==> src/include/node_phy_pkg.sv <==
// Purpose: Shared constants and carriers for node identity and PHY access
// Assumes: 32-bit APB register bus, byte addresses
// Notes: Interrupt status and mask offsets sit after the PHY access word
package node_phy_pkg;

  localparam logic [11:0] NODE_ID_OFS = 12'h0E8;
  localparam logic [11:0] PHY_ACC_OFS = 12'h0EC;
  localparam logic [11:0] IRQ_STS_OFS = 12'h0F8;
  localparam logic [11:0] IRQ_MSK_OFS = 12'h0FC;

  // Node identity word
  localparam int VALID_BIT = 31;
  localparam int ROOT_BIT = 30;
  localparam int CPS_BIT = 27;
  localparam int BUSNUM_LSB = 6;
  localparam int BUSNUM_W = 10;
  localparam int NODENUM_W = 6;
  localparam logic [9:0] BUSNUM_RST = 10'h3FF;
  localparam logic [5:0] NODENUM_RST = 6'h00;

  // PHY access word
  localparam int DONE_BIT = 31;
  localparam int RADDR_LSB = 24;
  localparam int RDATA_LSB = 16;
  localparam int RDREQ_BIT = 15;
  localparam int WRREQ_BIT = 14;
  localparam int TADDR_LSB = 8;
  localparam int WDATA_LSB = 0;
  localparam logic [31:0] PHY_ACC_RST = 32'h0000_0000;

  // Interrupt events
  localparam int EV_BUS_RESET = 0;
  localparam int EV_SELF_ID = 1;
  localparam int EV_REG_XFER = 2;
  localparam int EV_W = 3;

  // Link request framing: start bit, type, address, data on writes only, stop bit
  localparam logic [2:0] LREQ_RD = 3'h4;
  localparam logic [2:0] LREQ_WR = 3'h5;
  localparam logic [4:0] LREQ_RD_LEN = 5'h09;
  localparam logic [4:0] LREQ_WR_LEN = 5'h11;
  localparam int LREQ_SH_W = 17;

  typedef struct packed {
    logic valid;
    logic bus_reset;
    logic self_id_done;
    logic [5:0] node_number;
    logic root;
    logic cable_power;
    logic reg_xfer;
    logic [3:0] reg_addr;
    logic [7:0] reg_data;
  } phy_status_t;

  typedef enum {REQ_IDLE, REQ_SEND} req_state_t;

endpackage

==> src/verilog/lreq_serializer.sv <==
// Purpose: Shifts one PHY register request out on the link request pin
// Assumes: Start is only taken while idle
// Notes: Done pulses in the cycle the stop bit is on the pin
`timescale 1ns/100ps
module lreq_serializer #(
  parameter int SH_W = node_phy_pkg::LREQ_SH_W
) (
  input wire logic mclk_i,
  input wire logic rst_n_i,
  input wire logic start_i,
  input wire logic is_write_i,
  input wire logic [3:0] addr_i,
  input wire logic [7:0] data_i,
  output logic lreq_o,
  output logic busy_o,
  output logic done_o
);

  logic [SH_W-1:0] sh_r;
  logic [4:0] cnt_r;

  assign busy_o = (cnt_r != 5'h00);

  always_ff @(posedge mclk_i or negedge rst_n_i) begin
    if (!rst_n_i) begin
      sh_r <= '0;
      cnt_r <= 5'h00;
    end else if (start_i && !busy_o) begin
      if (is_write_i) begin
        sh_r <= {1'b1, node_phy_pkg::LREQ_WR, addr_i, data_i, 1'b0};
        cnt_r <= node_phy_pkg::LREQ_WR_LEN;
      end else begin
        sh_r <= {1'b1, node_phy_pkg::LREQ_RD, addr_i, 1'b0, 8'h00};
        cnt_r <= node_phy_pkg::LREQ_RD_LEN;
      end
    end else if (busy_o) begin
      sh_r <= {sh_r[SH_W-2:0], 1'b0};
      cnt_r <= cnt_r - 5'h01;
    end
  end

  always_ff @(posedge mclk_i or negedge rst_n_i) begin
    if (!rst_n_i) begin
      lreq_o <= 1'b0;
      done_o <= 1'b0;
    end else begin
      lreq_o <= busy_o & sh_r[SH_W-1];
      done_o <= (cnt_r == 5'h01);
    end
  end

endmodule

==> src/verilog/node_phy_regs.sv <==
// Purpose: Node identity and PHY register access registers behind APB
// Assumes: PHY status arrives as one-cycle strobes on the mclk_i domain
// Notes: Interrupt status is write-one-to-clear; a new event beats a clear
//
// Behaviour
// - Node valid clears on bus reset, sets on a new node number.
// - Root flag takes the PHY root report during bus reset.
// - Cable power follows the PHY report; software cannot write it.
// - Node identity bits 29-28 and 26-16 read zero.
// - Bus number bits 15-6 writable, not changed by hardware, reset all ones.
// - Node number bits 5-0 load from PHY after self-id; read-only.
// - Node ID is bus number above node number, sixteen bits.
// - Setting read or write request clears transfer done.
// - Transfer done sets when a PHY register transfer arrives.
// - Returned register address captured in bits 27-24.
// - Returned register data captured in bits 23-16.
// - Read request bit 15 sends a PHY read, then self-clears.
// - Write request bit 14 sends a PHY write, then self-clears.
// - Target address bits 11-8 read/write, reset zero.
// - Write data bits 7-0 read/write, reset zero, used by writes only.
// - PHY access bits 30-28 and 13-12 read zero.
//
// Design decision made here: the APB register port.
`timescale 1ns/100ps
module node_phy_regs #(
  parameter int AW = 12
) (
  input wire logic mclk_i,
  input wire logic rstn_i,
  input wire logic psel_i,
  input wire logic penable_i,
  input wire logic pwrite_i,
  input wire logic [AW-1:0] paddr_i,
  input wire logic [31:0] pwdata_i,
  output logic [31:0] prdata_o,
  output logic pready_o,
  output logic pslverr_o,
  input wire node_phy_pkg::phy_status_t phy_status_i,
  output logic lreq_o,
  output logic [15:0] node_id_o,
  output logic irq_o
);

  logic rst_meta_r;
  logic rst_n;
  logic pready_r;
  logic [31:0] prdata_r;
  logic pslverr_r;
  logic node_valid_r;
  logic root_r;
  logic cps_r;
  logic [9:0] bus_number_r;
  logic [5:0] node_number_r;
  logic done_r;
  logic [3:0] raddr_r;
  logic [7:0] rdata_r;
  logic rd_req_r;
  logic wr_req_r;
  logic [3:0] taddr_r;
  logic [7:0] wdata_r;
  logic [2:0] ev_sts_r;
  logic [2:0] ev_msk_r;
  logic irq_r;
  logic [2:0] ev;
  logic wr_acc;
  logic rd_setup;
  logic wr_node;
  logic wr_phy;
  logic req_set;
  logic ser_start;
  logic ser_busy;
  logic ser_done;
  logic st_rst;
  logic st_sid;
  logic st_reg;
  node_phy_pkg::req_state_t state_r;

  function automatic logic is_mapped(input logic [AW-1:0] a);
    return (a == AW'(node_phy_pkg::NODE_ID_OFS)) ||
           (a == AW'(node_phy_pkg::PHY_ACC_OFS)) ||
           (a == AW'(node_phy_pkg::IRQ_STS_OFS)) ||
           (a == AW'(node_phy_pkg::IRQ_MSK_OFS));
  endfunction

  // Reset release through two flops
  always_ff @(posedge mclk_i or negedge rstn_i) begin
    if (!rstn_i) begin
      rst_meta_r <= 1'b0;
      rst_n <= 1'b0;
    end else begin
      rst_meta_r <= 1'b1;
      rst_n <= rst_meta_r;
    end
  end

  assign st_rst = phy_status_i.valid & phy_status_i.bus_reset;
  assign st_sid = phy_status_i.valid & phy_status_i.self_id_done;
  assign st_reg = phy_status_i.valid & phy_status_i.reg_xfer;
  assign ev = {st_reg, st_sid, st_rst};

  // APB: one wait state, so pready lands on the second access edge
  assign wr_acc = psel_i & penable_i & pwrite_i & pready_r;
  assign rd_setup = psel_i & penable_i & ~pwrite_i & ~pready_r;
  assign wr_node = wr_acc && (paddr_i == AW'(node_phy_pkg::NODE_ID_OFS));
  assign wr_phy = wr_acc && (paddr_i == AW'(node_phy_pkg::PHY_ACC_OFS));
  assign req_set = wr_phy &&
                   (pwdata_i[node_phy_pkg::RDREQ_BIT] |
                    pwdata_i[node_phy_pkg::WRREQ_BIT]);

  always_ff @(posedge mclk_i or negedge rst_n) begin
    if (!rst_n) begin
      pready_r <= 1'b0;
      pslverr_r <= 1'b0;
    end else begin
      pready_r <= psel_i & penable_i & ~pready_r;
      pslverr_r <= psel_i & penable_i & ~pready_r & ~is_mapped(paddr_i);
    end
  end

  always_ff @(posedge mclk_i or negedge rst_n) begin
    if (!rst_n) begin
      prdata_r <= 32'h0000_0000;
    end else if (rd_setup) begin
      case (paddr_i)
        AW'(node_phy_pkg::NODE_ID_OFS): begin
          prdata_r <= {node_valid_r, root_r, 2'b00, cps_r, 11'h000,
                       bus_number_r, node_number_r};
        end
        AW'(node_phy_pkg::PHY_ACC_OFS): begin
          prdata_r <= {done_r, 3'b000, raddr_r, rdata_r, rd_req_r,
                       wr_req_r, 2'b00, taddr_r, wdata_r};
        end
        AW'(node_phy_pkg::IRQ_STS_OFS): begin
          prdata_r <= {29'h0000_0000, ev_sts_r};
        end
        AW'(node_phy_pkg::IRQ_MSK_OFS): begin
          prdata_r <= {29'h0000_0000, ev_msk_r};
        end
        default: begin
          prdata_r <= 32'h0000_0000;
        end
      endcase
    end else begin
      prdata_r <= 32'h0000_0000;
    end
  end

  // Node identity
  always_ff @(posedge mclk_i or negedge rst_n) begin
    if (!rst_n) begin
      node_valid_r <= 1'b0;
      root_r <= 1'b0;
    end else begin
      // A reset and a new node number in one strobe leave the node valid
      if (st_sid) begin
        node_valid_r <= 1'b1;
      end else if (st_rst) begin
        node_valid_r <= 1'b0;
      end
      if (st_rst) begin
        root_r <= phy_status_i.root;
      end
    end
  end

  always_ff @(posedge mclk_i or negedge rst_n) begin
    if (!rst_n) begin
      cps_r <= 1'b0;
    end else if (phy_status_i.valid) begin
      cps_r <= phy_status_i.cable_power;
    end
  end

  always_ff @(posedge mclk_i or negedge rst_n) begin
    if (!rst_n) begin
      bus_number_r <= node_phy_pkg::BUSNUM_RST;
      node_number_r <= node_phy_pkg::NODENUM_RST;
    end else begin
      if (wr_node) begin
        bus_number_r <= pwdata_i[node_phy_pkg::BUSNUM_LSB +: 10];
      end
      if (st_sid) begin
        node_number_r <= phy_status_i.node_number;
      end
    end
  end

  // Node ID copy; both halves change on the same edge as their fields
  always_ff @(posedge mclk_i or negedge rst_n) begin
    if (!rst_n) begin
      node_id_o <= {node_phy_pkg::BUSNUM_RST, node_phy_pkg::NODENUM_RST};
    end else begin
      node_id_o <= {wr_node ? pwdata_i[node_phy_pkg::BUSNUM_LSB +: 10] : bus_number_r,
                    st_sid ? phy_status_i.node_number : node_number_r};
    end
  end

  // PHY access: software fields
  always_ff @(posedge mclk_i or negedge rst_n) begin
    if (!rst_n) begin
      taddr_r <= 4'h0;
      wdata_r <= 8'h00;
    end else if (wr_phy) begin
      taddr_r <= pwdata_i[node_phy_pkg::TADDR_LSB +: 4];
      wdata_r <= pwdata_i[node_phy_pkg::WDATA_LSB +: 8];
    end
  end

  // Request bits: a write of one sets, hardware clears once sent
  always_ff @(posedge mclk_i or negedge rst_n) begin
    if (!rst_n) begin
      rd_req_r <= 1'b0;
      wr_req_r <= 1'b0;
    end else if (wr_phy && (pwdata_i[node_phy_pkg::RDREQ_BIT] |
                            pwdata_i[node_phy_pkg::WRREQ_BIT])) begin
      rd_req_r <= rd_req_r | pwdata_i[node_phy_pkg::RDREQ_BIT];
      wr_req_r <= wr_req_r | pwdata_i[node_phy_pkg::WRREQ_BIT];
    end else if (ser_done) begin
      rd_req_r <= 1'b0;
      wr_req_r <= 1'b0;
    end
  end

  // Returned transfer; an arriving transfer wins over the clear
  always_ff @(posedge mclk_i or negedge rst_n) begin
    if (!rst_n) begin
      done_r <= 1'b0;
      raddr_r <= 4'h0;
      rdata_r <= 8'h00;
    end else begin
      if (st_reg) begin
        done_r <= 1'b1;
        raddr_r <= phy_status_i.reg_addr;
        rdata_r <= phy_status_i.reg_data;
      end else if (req_set) begin
        done_r <= 1'b0;
      end
    end
  end

  // Request sequencer; read wins if software breaks the one-at-a-time use
  assign ser_start = (state_r == node_phy_pkg::REQ_IDLE) && (rd_req_r | wr_req_r);

  always_ff @(posedge mclk_i or negedge rst_n) begin
    if (!rst_n) begin
      state_r <= node_phy_pkg::REQ_IDLE;
    end else begin
      case (state_r)
        node_phy_pkg::REQ_IDLE: begin
          if (ser_start) begin
            state_r <= node_phy_pkg::REQ_SEND;
          end
        end
        node_phy_pkg::REQ_SEND: begin
          if (ser_done) begin
            state_r <= node_phy_pkg::REQ_IDLE;
          end
        end
        default: begin
          state_r <= node_phy_pkg::REQ_IDLE;
        end
      endcase
    end
  end

  lreq_serializer #(
    .SH_W(node_phy_pkg::LREQ_SH_W)
  ) u_lreq (
    .mclk_i(mclk_i),
    .rst_n_i(rst_n),
    .start_i(ser_start),
    .is_write_i(wr_req_r & ~rd_req_r),
    .addr_i(taddr_r),
    .data_i(wdata_r),
    .lreq_o(lreq_o),
    .busy_o(ser_busy),
    .done_o(ser_done)
  );

  // Interrupts
  always_ff @(posedge mclk_i or negedge rst_n) begin
    if (!rst_n) begin
      ev_sts_r <= 3'h0;
      ev_msk_r <= 3'h0;
      irq_r <= 1'b0;
    end else begin
      if (wr_acc && (paddr_i == AW'(node_phy_pkg::IRQ_STS_OFS))) begin
        ev_sts_r <= (ev_sts_r & ~pwdata_i[2:0]) | ev;
      end else begin
        ev_sts_r <= ev_sts_r | ev;
      end
      if (wr_acc && (paddr_i == AW'(node_phy_pkg::IRQ_MSK_OFS))) begin
        ev_msk_r <= pwdata_i[2:0];
      end
      irq_r <= |(ev_sts_r & ev_msk_r);
    end
  end

  assign prdata_o = prdata_r;
  assign pready_o = pready_r;
  assign pslverr_o = pslverr_r;
  assign irq_o = irq_r;
endmodule
==> config.mk <==
export PLATFORM = sky130hd
export DESIGN_NAME = node_phy_regs
export DESIGN_NICKNAME = d
export VERILOG_FILES = /design/src/include/node_phy_pkg.sv /design/src/verilog/lreq_serializer.sv /design/src/verilog/node_phy_regs.sv
export SDC_FILE = /design/constraint.sdc
export NUM_CORES = 1
export LEC_CHECK = 0
export BUFFER_PORTS_ARGS = -buffer_cell sky130_fd_sc_hd__buf_2
export CAP_MARGIN = 20
export CORE_AREA = 2 2 101 103
export DETAILED_ROUTE_END_ITERATION = 10
export DIE_AREA = 0 0 103 105
export GPL_TIMING_DRIVEN = 1
export PLACE_DENSITY = 0.85
export SYNTH_ARGS = -nofsm -noshare
export SYNTH_HDL_FRONTEND = slang
export SYNTH_SLANG_ARGS = --single-unit
==> constraint.sdc <==
create_clock -name mclk_i -period 3.75 [get_ports mclk_i]
set_clock_uncertainty 0.2 [all_clocks]
set_input_delay 0.375 -clock mclk_i [delete_from_list [all_inputs] [get_ports mclk_i]]
set_output_delay 0.375 -clock mclk_i [all_outputs]
set_load 0.005 [all_outputs]
# Word level (Yosys, flattened, before mapping)
# Index checks and enable logic that the tools add are counted.
dict set report op_classes {
  n_eq_ne 8
  n_reduce_logical 20
  add_sub_neg 1
  n_bitwise 25
  muxes 21
}
# op count
set ops {}
lappend ops {{case mux 32 bit (4 select lines)} 1}
lappend ops {{2-to-1 mux 32 bit} 3}
lappend ops {{logical NOT 32 bit} 2}
lappend ops {{case mux 32 bit (2 select lines)} 1}
lappend ops {{equality test 12 x 8 -> 1 bit, second input constant} 4}
lappend ops {{2-to-1 mux 17 bit} 2}
lappend ops {{equality test 32 x 1 -> 1 bit, second input constant} 1}
lappend ops {{2-to-1 mux 5 bit} 3}
lappend ops {{2-to-1 mux 14 bit} 1}
lappend ops {{bitwise AND 1 bit} 12}
lappend ops {{2-to-1 mux 10 bit} 1}
lappend ops {{nonzero test 2 bit} 4}
lappend ops {{logical AND 1 bit} 7}
lappend ops {{2-to-1 mux 1 bit} 7}
lappend ops {{bitwise AND 3 bit} 2}
lappend ops {{2-to-1 mux 6 bit} 1}
lappend ops {{OR 3 bit} 2}
lappend ops {{equality test 5 x 1 -> 1 bit, second input constant} 1}
lappend ops {{nonzero test 5 bit} 1}
lappend ops {{subtractor 5 x 1 -> 5 bit, second input constant} 1}
lappend ops {{inequality test 2 x 1 -> 1 bit, second input constant} 2}
lappend ops {{inverter 1 bit} 4}
lappend ops {{OR 1 bit} 4}
lappend ops {{logical OR 1 bit} 3}
lappend ops {{other kinds (5)} 5}
dict set report word_totals {
  elab_cells 101
  register_bits 161
  out_inout_bits 52
  input_bits 73
}

# Longest topological paths before layout
# Gate-level depths: netlist of run 1.
dict set report logic_depth {
  depth_word 7
  ltp_mapped 8
}

# Modules after synthesis
# Synthesis of run 1 repeated with hierarchy kept, for this count alone.
dict set report unflattened {
  hier_cells 354
  hier_area_um2 4486.8
}
# mod cells_each seq_area_each_um2 instances area_per_inst_um2
set by_module_without_submodules {}
lappend by_module_without_submodules {node_phy_regs 254 2214.6 1 3439.5}
lappend by_module_without_submodules {lreq_serializer 100 575.6 1 1047.3}

# Least setup slack after synthesis of run 1
# No wires, ideal clock.
dict set report synth_path {
  path_type {input to register}
  from {in paddr_i[4]}
  to {reg taddr_r[0]}
  arrival_time_ns 1.900
  required_time_ns 3.423
  path_slack_ns 1.523
  n_path_buf 2
  cell_stages 5
  cell_sequence {buf_4 -> or4b_4 -> nor4_4 -> buf_6 -> mux2_1}
}
dict set report synth_via {
  elab_chain_len 2
}
# item line_no
set synth_lines {}
lappend synth_lines {{start, declared} node_phy_regs.sv:33} ;# input wire logic [AW-1:0] paddr_i,
lappend synth_lines {{equality test 12 x 8 -> 1 bit} node_phy_regs.sv:105} ;# assign wr_phy = wr_acc && (paddr_i == AW'(node_phy_pkg::PHY_ACC_OFS));
lappend synth_lines {{logical AND 1 bit} node_phy_regs.sv:105}
lappend synth_lines {{end signal, assigned} node_phy_regs.sv:204} ;# taddr_r <= pwdata_i[node_phy_pkg::TADDR_LSB +: 4];
lappend synth_lines {{end, declared} node_phy_regs.sv:59} ;# logic [3:0] taddr_r;
# Every way passes these cells.
# A chain may end at the register's enable or synchronous reset.

# Worst setup path in the final report of run 1
dict set report layout_path {
  from {in paddr_i[2]}
  to {reg taddr_r[1]}
}
# The elaborated chain is that of the path after synthesis.

==> results_dict.tcl, run 1 <==
set metrics [dict create \
    crit_required_ns 3.81 \
    cts_sinks 111 \
    drtIter0Drc 134 \
    finalNetCount 534 \
    pin_count 125 \
    grt_max_degree 52 \
    grt_use_total 0.174 \
    cts_root_buf "clkbuf_8" \
    route.vias.total 3090 \
    slowest_stage "nor4_4" \
    insertion_delay_ns 0.37 \
    cp-start-kind "primary input" \
    worstMarginPinSlew_ns 1.04 \
    ys_types 38 \
    cts_buffers 9 \
    fin_ws_ns 1.23 \
    postCtsSetupBuffers 0 \
    drcViolationCount 0 \
    finalInstanceArea_um2 5300 \
    yosys.area.top_type "dfrtp_1" \
    dr.pass1.iters 4 \
    num_antenna_cells 0 \
    top_layer "met4" \
    viasPerCell 5.18 \
    hpwlAfterDp_um 6650 \
    status "complete, no violations" \
    fin_crit_sh 0.672 \
    ir_drop_v 0.000208 \
    final_hold_viol_count 0 \
    ys_warn_count 0 \
    synth_most_common_cell "dfrtp_1" \
    slew_violations 0 \
    gr-total-overflow 0 \
    fmax_mhz 397 \
    path_clk_slew_ns 0.10 \
    min_period_ns 2.52 \
    max_stage_delay_ns 0.57 \
    slew_headroom 0.303 \
    synth.top_cells.by_count "dfrtp_1, mux2_2, nand2_1, nor2_1, and2_1" \
    synth.area.top_cells "dfrtp_1, mux2_2, dfstp_2" \
    fill_cells 842 \
    numPlacedInstances 580 \
    syn_area_um2 4470 \
    crit_fanout 22 \
    initial_core_util 0.464 \
    die_area_um2 10800 \
    ys.flop_type "dfrtp_1" \
    critPathArrivalTime_ns 2.58 \
    grt_antenna_before_repair 0 \
    min-delay-path-class "primary input to flop" \
    async_flop_share 1.00 \
    post_drt_wl_per_cell_um 15.2 \
    rows 36 \
    port_buffers 106 \
    drv_cap 0 \
    die_h_um 105 \
    synth-edff-count 0 \
    routedLengthMet1_um 3870 \
    cts_resized 0 \
    met2_length_um 4490 \
    rsz0062_at_grt "false" \
    synthCells 353 \
    path_buf_inv 2 \
    p_leak_nw 2.67 \
    finalWeightedCongestion 0.792 \
    area_growth_pct 18.5 \
    h-tree-depth 3 \
    cts_tree "built" \
    die_w_um 103 \
    stdcell_count 597 \
    setup_tns_ns 0 \
    worstSetupEndpointType "flop" \
    cp_cell_sequence "buf_2 -> or4b_4 -> nor4_4 -> buf_4 -> mux2_1" \
    preCtsSetupSlack_ns 0.811 \
    ys_seq_area_frac 0.624 \
    whs_ns 0.0250 \
    max-clock-path-buffers 2 \
    powerDensity_nw_per_um2 460 \
    critPathKind "primary input to flop" \
    setup_viol 0 \
    drtAntennaViolNets 0 \
    p_total_mw 2.44 \
    synth_seq_cells 111 \
    grt_first_pass_wirelength_um 14600 \
    core_um2 9640 \
    syn_area_per_cell_um2 12.7 \
    critical-path-top-delay-family "simple AND/OR/NAND/NOR gates" \
    synth_top_area_frac 0.565 \
    drive_gt1_frac 0.388 \
    area.sequential_um2 2790 \
    grt_pass1_vias 3021 \
    fin_util 0.550 \
    multi_input_area_um2 1580 \
    routed-wl-met3_um 585 \
    routed_wl_um 9080 \
    place_area_um2 5120 \
]
[sequential cells by signal, indices dropped and copies added (netlist names), 3 cells and up]
| name | flops |
|---|---|
| rdata_r | 8 |
| u_lreq.sh_r | 16 |
| wdata_r | 8 |
| u_lreq.cnt_r | 5 |
| ev_sts_r | 3 |
| prdata_o | 30 |
| ev_msk_r | 3 |
| node_id_o | 15 |
| taddr_r | 4 |
| raddr_r | 4 |
[worst reg2reg max path, stage by stage, from the launching register on]
cell	delay, ns
dfrtp_1	0.43
inv_1	0.08
ha_1	0.18
or3b_2	0.47
nor2_1	0.51
buf_4	0.31
nor2_1	0.06
a31oi_1	0.17
[kinds of logic (layout without fill, tap and decap cells)]
group           after synthesis  after routing  synth area share
other cells                   2              3           0.00168
fa+ha+maj                     2              2           0.00560
buf+inv                      22            132            0.0227
compound gates               34             34            0.0467
xor+xnor                      1              1           0.00196
simple gates                119            119             0.137
mux                          62             62             0.160
flops                       111            111             0.624
[cell usage in the layout, fill, tap and decap left out, types with 4 or more instances in the layout]
| cell type | netlist | final |
|---|---|---|
| buf_2 | 0 | 106 |
| dfrtp_1 | 101 | 100 |
| nand2_1 | 37 | 37 |
| mux2_2 | 37 | 37 |
| nor2_1 | 31 | 31 |
| and2_1 | 16 | 16 |
| mux2i_1 | 14 | 14 |
| a31oi_1 | 12 | 12 |
| nand3_1 | 10 | 10 |
| dfstp_2 | 10 | 10 |
| clkbuf_8 | 0 | 9 |
| mux2_1 | 8 | 8 |
| a21oi_1 | 7 | 7 |
| o21ai_0 | 6 | 6 |
| inv_1 | 5 | 5 |
| nor2b_1 | 5 | 5 |
| a22o_1 | 4 | 4 |
| buf_4 | 3 | 4 |
[report_power, final]
part	switching (mW)	internal [mW]	leakage [nW]
logic	0.190	0.181	1.19
clock network	0.387	0.246	0.0810
registers	0.0945	1.34	1.41
[metal layers]
metal	vias up	track usage
met5	-	0
met4	0	0.0583
met3	12	0.0522
met2	103	0.281
met1	1548	0.223
li1	1427	-
[final timing paths]
check,start,endpoint,slack [ns],cells after the start
min,pwdata_i[4],wdata_r[4],0.03,2
min in group asynchronous,rstn_i,rst_n,0.12,2
max in group asynchronous,rst_n,node_id_o[13],2.33,1
max reg2reg,u_lreq.cnt_r[0],u_lreq.sh_r[8],1.27,7
min reg2reg,rst_n,u_lreq.cnt_r[3],0.15,0
max,paddr_i[2],taddr_r[1],1.23,5
[layout make-up]
class                           instances  area share
Tap cell                              133      0.0314
Sequential cell                       111       0.527
Clock buffer                           12      0.0255
Multi-Input combinational cell        221       0.299
Clock inverter                          4     0.00567
Inverter                                5     0.00354
Timing Repair Buffer                  111       0.108
[repair_timing]
| action | in CTS | in global routing |
|---|---|---|
| endpoints found under the hold margin | 2 | 0 |
| setup endpoints to repair | 0 | 0 |
| hold buffers | 1 | 0 |
No activity file was read; power rests on OpenSTA's default activity.
==> inputs of run 2 (changes only) <==
==> constraint.sdc (replaced) <==
create_clock -name mclk_i -period 2.3 [get_ports mclk_i]
set_clock_uncertainty 0.2 [all_clocks]
set_input_delay 0.23 -clock mclk_i [delete_from_list [all_inputs] [get_ports mclk_i]]
set_output_delay 0.23 -clock mclk_i [all_outputs]
set_load 0.005 [all_outputs]
==> results_dict.tcl, run 2 (synthesized netlist as in run 1, its figures left out) <==
set metrics [dict create \
    drv_cap 0 \
    critPathKind "primary input to flop" \
    p_sw_mw 1.08 \
    cp-start-kind "primary input" \
    die_area_um2 10800 \
    rsz0062_at_grt "true" \
    grt_max_degree 59 \
    setup_viol 0 \
    cts_root_buf "clkbuf_8" \
    grt_first_pass_wirelength_um 15700 \
    core_um2 9640 \
    clock_power_share 0.260 \
    route.vias.total 3310 \
    worstSetupEndpointType "flop" \
    worstMarginPinSlew_ns 0.607 \
    fmax_mhz 446 \
    hpwlAfterDp_um 6690 \
    fill_cells 794 \
    finalWeightedCongestion 0.780 \
    final_hold_viol_count 0 \
    crit_required_ns 2.35 \
    dr.pass1.iters 4 \
    drtAntennaViolNets 0 \
    p_total_mw 4.07 \
    status "complete, no violations" \
    area.sequential_um2 2790 \
    slew_violations 0 \
    drive_gt1_frac 0.367 \
    stdcell_count 651 \
    p_int_mw 2.99 \
    pwr-share-seq 0.572 \
    pin_count 125 \
    critical-path-top-delay-family "buffers and inverters" \
    crit_path_frequent_cell "buf_4" \
    max_stage_delay_ns 0.61 \
    insertion_delay_ns 0.36 \
    crit_fanout 9 \
    h-tree-depth 3 \
    grt_use_total 0.185 \
    preCtsSetupSlack_ns 0.153 \
    cts_sinks 111 \
    min_period_ns 2.24 \
    mostFrequentLayoutCells "buf_2, dfrtp_1, dlygate4sd3_1, nand2_1, mux2_2" \
    p_comb_frac 0.168 \
    die_h_um 105 \
    post_drt_wl_per_cell_um 15.2 \
    drtIter0Drc 172 \
    min-delay-path-class "flop to asynchronous set/reset pin" \
    powerDensity_nw_per_um2 696 \
    cts_tree "built" \
    p_sw_frac 0.265 \
    initial_core_util 0.464 \
    p_leak_nw 2.92 \
    multi_input_area_um2 1590 \
    slowest_stage "or4b_2" \
    critPathArrivalTime_ns 2.30 \
    largest_reg_flops 30 \
    rrSetupSlack_ns 0.14 \
    path_clk_slew_ns 0.10 \
    viasPerCell 5.08 \
    grt_pass1_vias 3366 \
    ir_drop_v 0.000338 \
    cp_cell_sequence "buf_2 -> buf_4 -> or4b_2 -> nor4_2 -> buf_4 -> nand2_1 -> a22o_1 -> dlygate4sd3_1" \
    routed_wl_um 9890 \
    port_buffers 106 \
    grt_antenna_before_repair 0 \
    path_buf_inv 4 \
    area_growth_pct 30.8 \
    max-clock-path-buffers 2 \
    finalNetCount 588 \
    numPlacedInstances 589 \
    rows 36 \
    slew_headroom 0.595 \
    drcViolationCount 0 \
    gr-total-overflow 0 \
    cts_buffers 9 \
    num_antenna_cells 0 \
    die_w_um 103 \
    fin_ws_ns 0.0573 \
    final_common_cell "buf_2" \
    fin_crit_sh 0.975 \
]
## run 2: changes by cell type in the layout (fill, tap and decap cells not counted), sizes merged
cell         change
clkinvlp         -1
clkbuf           +2
dlygate4sd3     +45
buf              +9
clkinv           -1
## run 2: final cells by class
| cell class | instances | area share |
|---|---|---|
| sequential | 111 | 0.478 |
| clock buffer | 14 | 0.0278 |
| timing repair buffer | 165 | 0.189 |
| inverter | 5 | 0.00321 |
| clock inverter | 2 | 0.00235 |
| tap | 133 | 0.0284 |
| multi-input combinational | 221 | 0.272 |
## run 2: power groups by stage
stage / clock (mW) / sequential (mW) / combinational (mW)
2_1_floorplan: 0 / 2.35 / 0.422
3_3_place_gp: 0 / 2.35 / 0.594
3_5_place_dp: 0 / 2.37 / 0.632
4_1_cts: 1.10 / 2.33 / 0.692
5_1_grt: 1.17 / 2.36 / 0.778
6_report: 1.06 / 2.33 / 0.685
## run 2: routing by layer
metal  global-route usage  share of wire
met1                0.227           0.41
met2                0.325           0.53
met3               0.0381          0.043
met4               0.0564          0.018
met5                    0              0
## run 2: final timing paths
check	from	to	cells past startpoint
setup / recovery	paddr_i[4]	ev_sts_r[0]	8
hold reg to reg	rst_n	u_lreq.cnt_r[3]	0
min in group mclk_i	phy_status_i[23]	done_r	2
setup reg to reg	u_lreq.cnt_r[0]	u_lreq.cnt_r[0]	6
hold / removal	rst_n	u_lreq.cnt_r[3]	0
max in group asynchronous	rst_n	node_id_o[11]	1
## run 2: repair_timing
item | CTS | global route
resized for setup | 0 | 2
hold endpoints to repair | 56 | 0
setup buffers | 0 | 0
setup endpoints to repair | 0 | 3
hold buffers | 46 | 0
## run 2: metrics by stage
step / setup TNS, ns / util / instance area (um^2) / hold slack [ns]
floorplan: 0 / - / 4480 / -0.266
global placement: 0 / 0.540 / 5200 / -0.184
detailed placement: 0 / 0.540 / 5200 / -0.183
CTS: 0 / 0.606 / 5840 / 0.0232
global route: -0.0488 / 0.607 / 5850 / 0.0595
finish: 0 / 0.607 / 5850 / 0.0297
## run 2: worst register-to-register path: stages (launching register included)
cell     delay [ns]
dfrtp_1        0.44
inv_1          0.08
ha_1           0.17
or3b_2         0.47
or2_2          0.41
nor3_1         0.23
a21oi_1        0.06
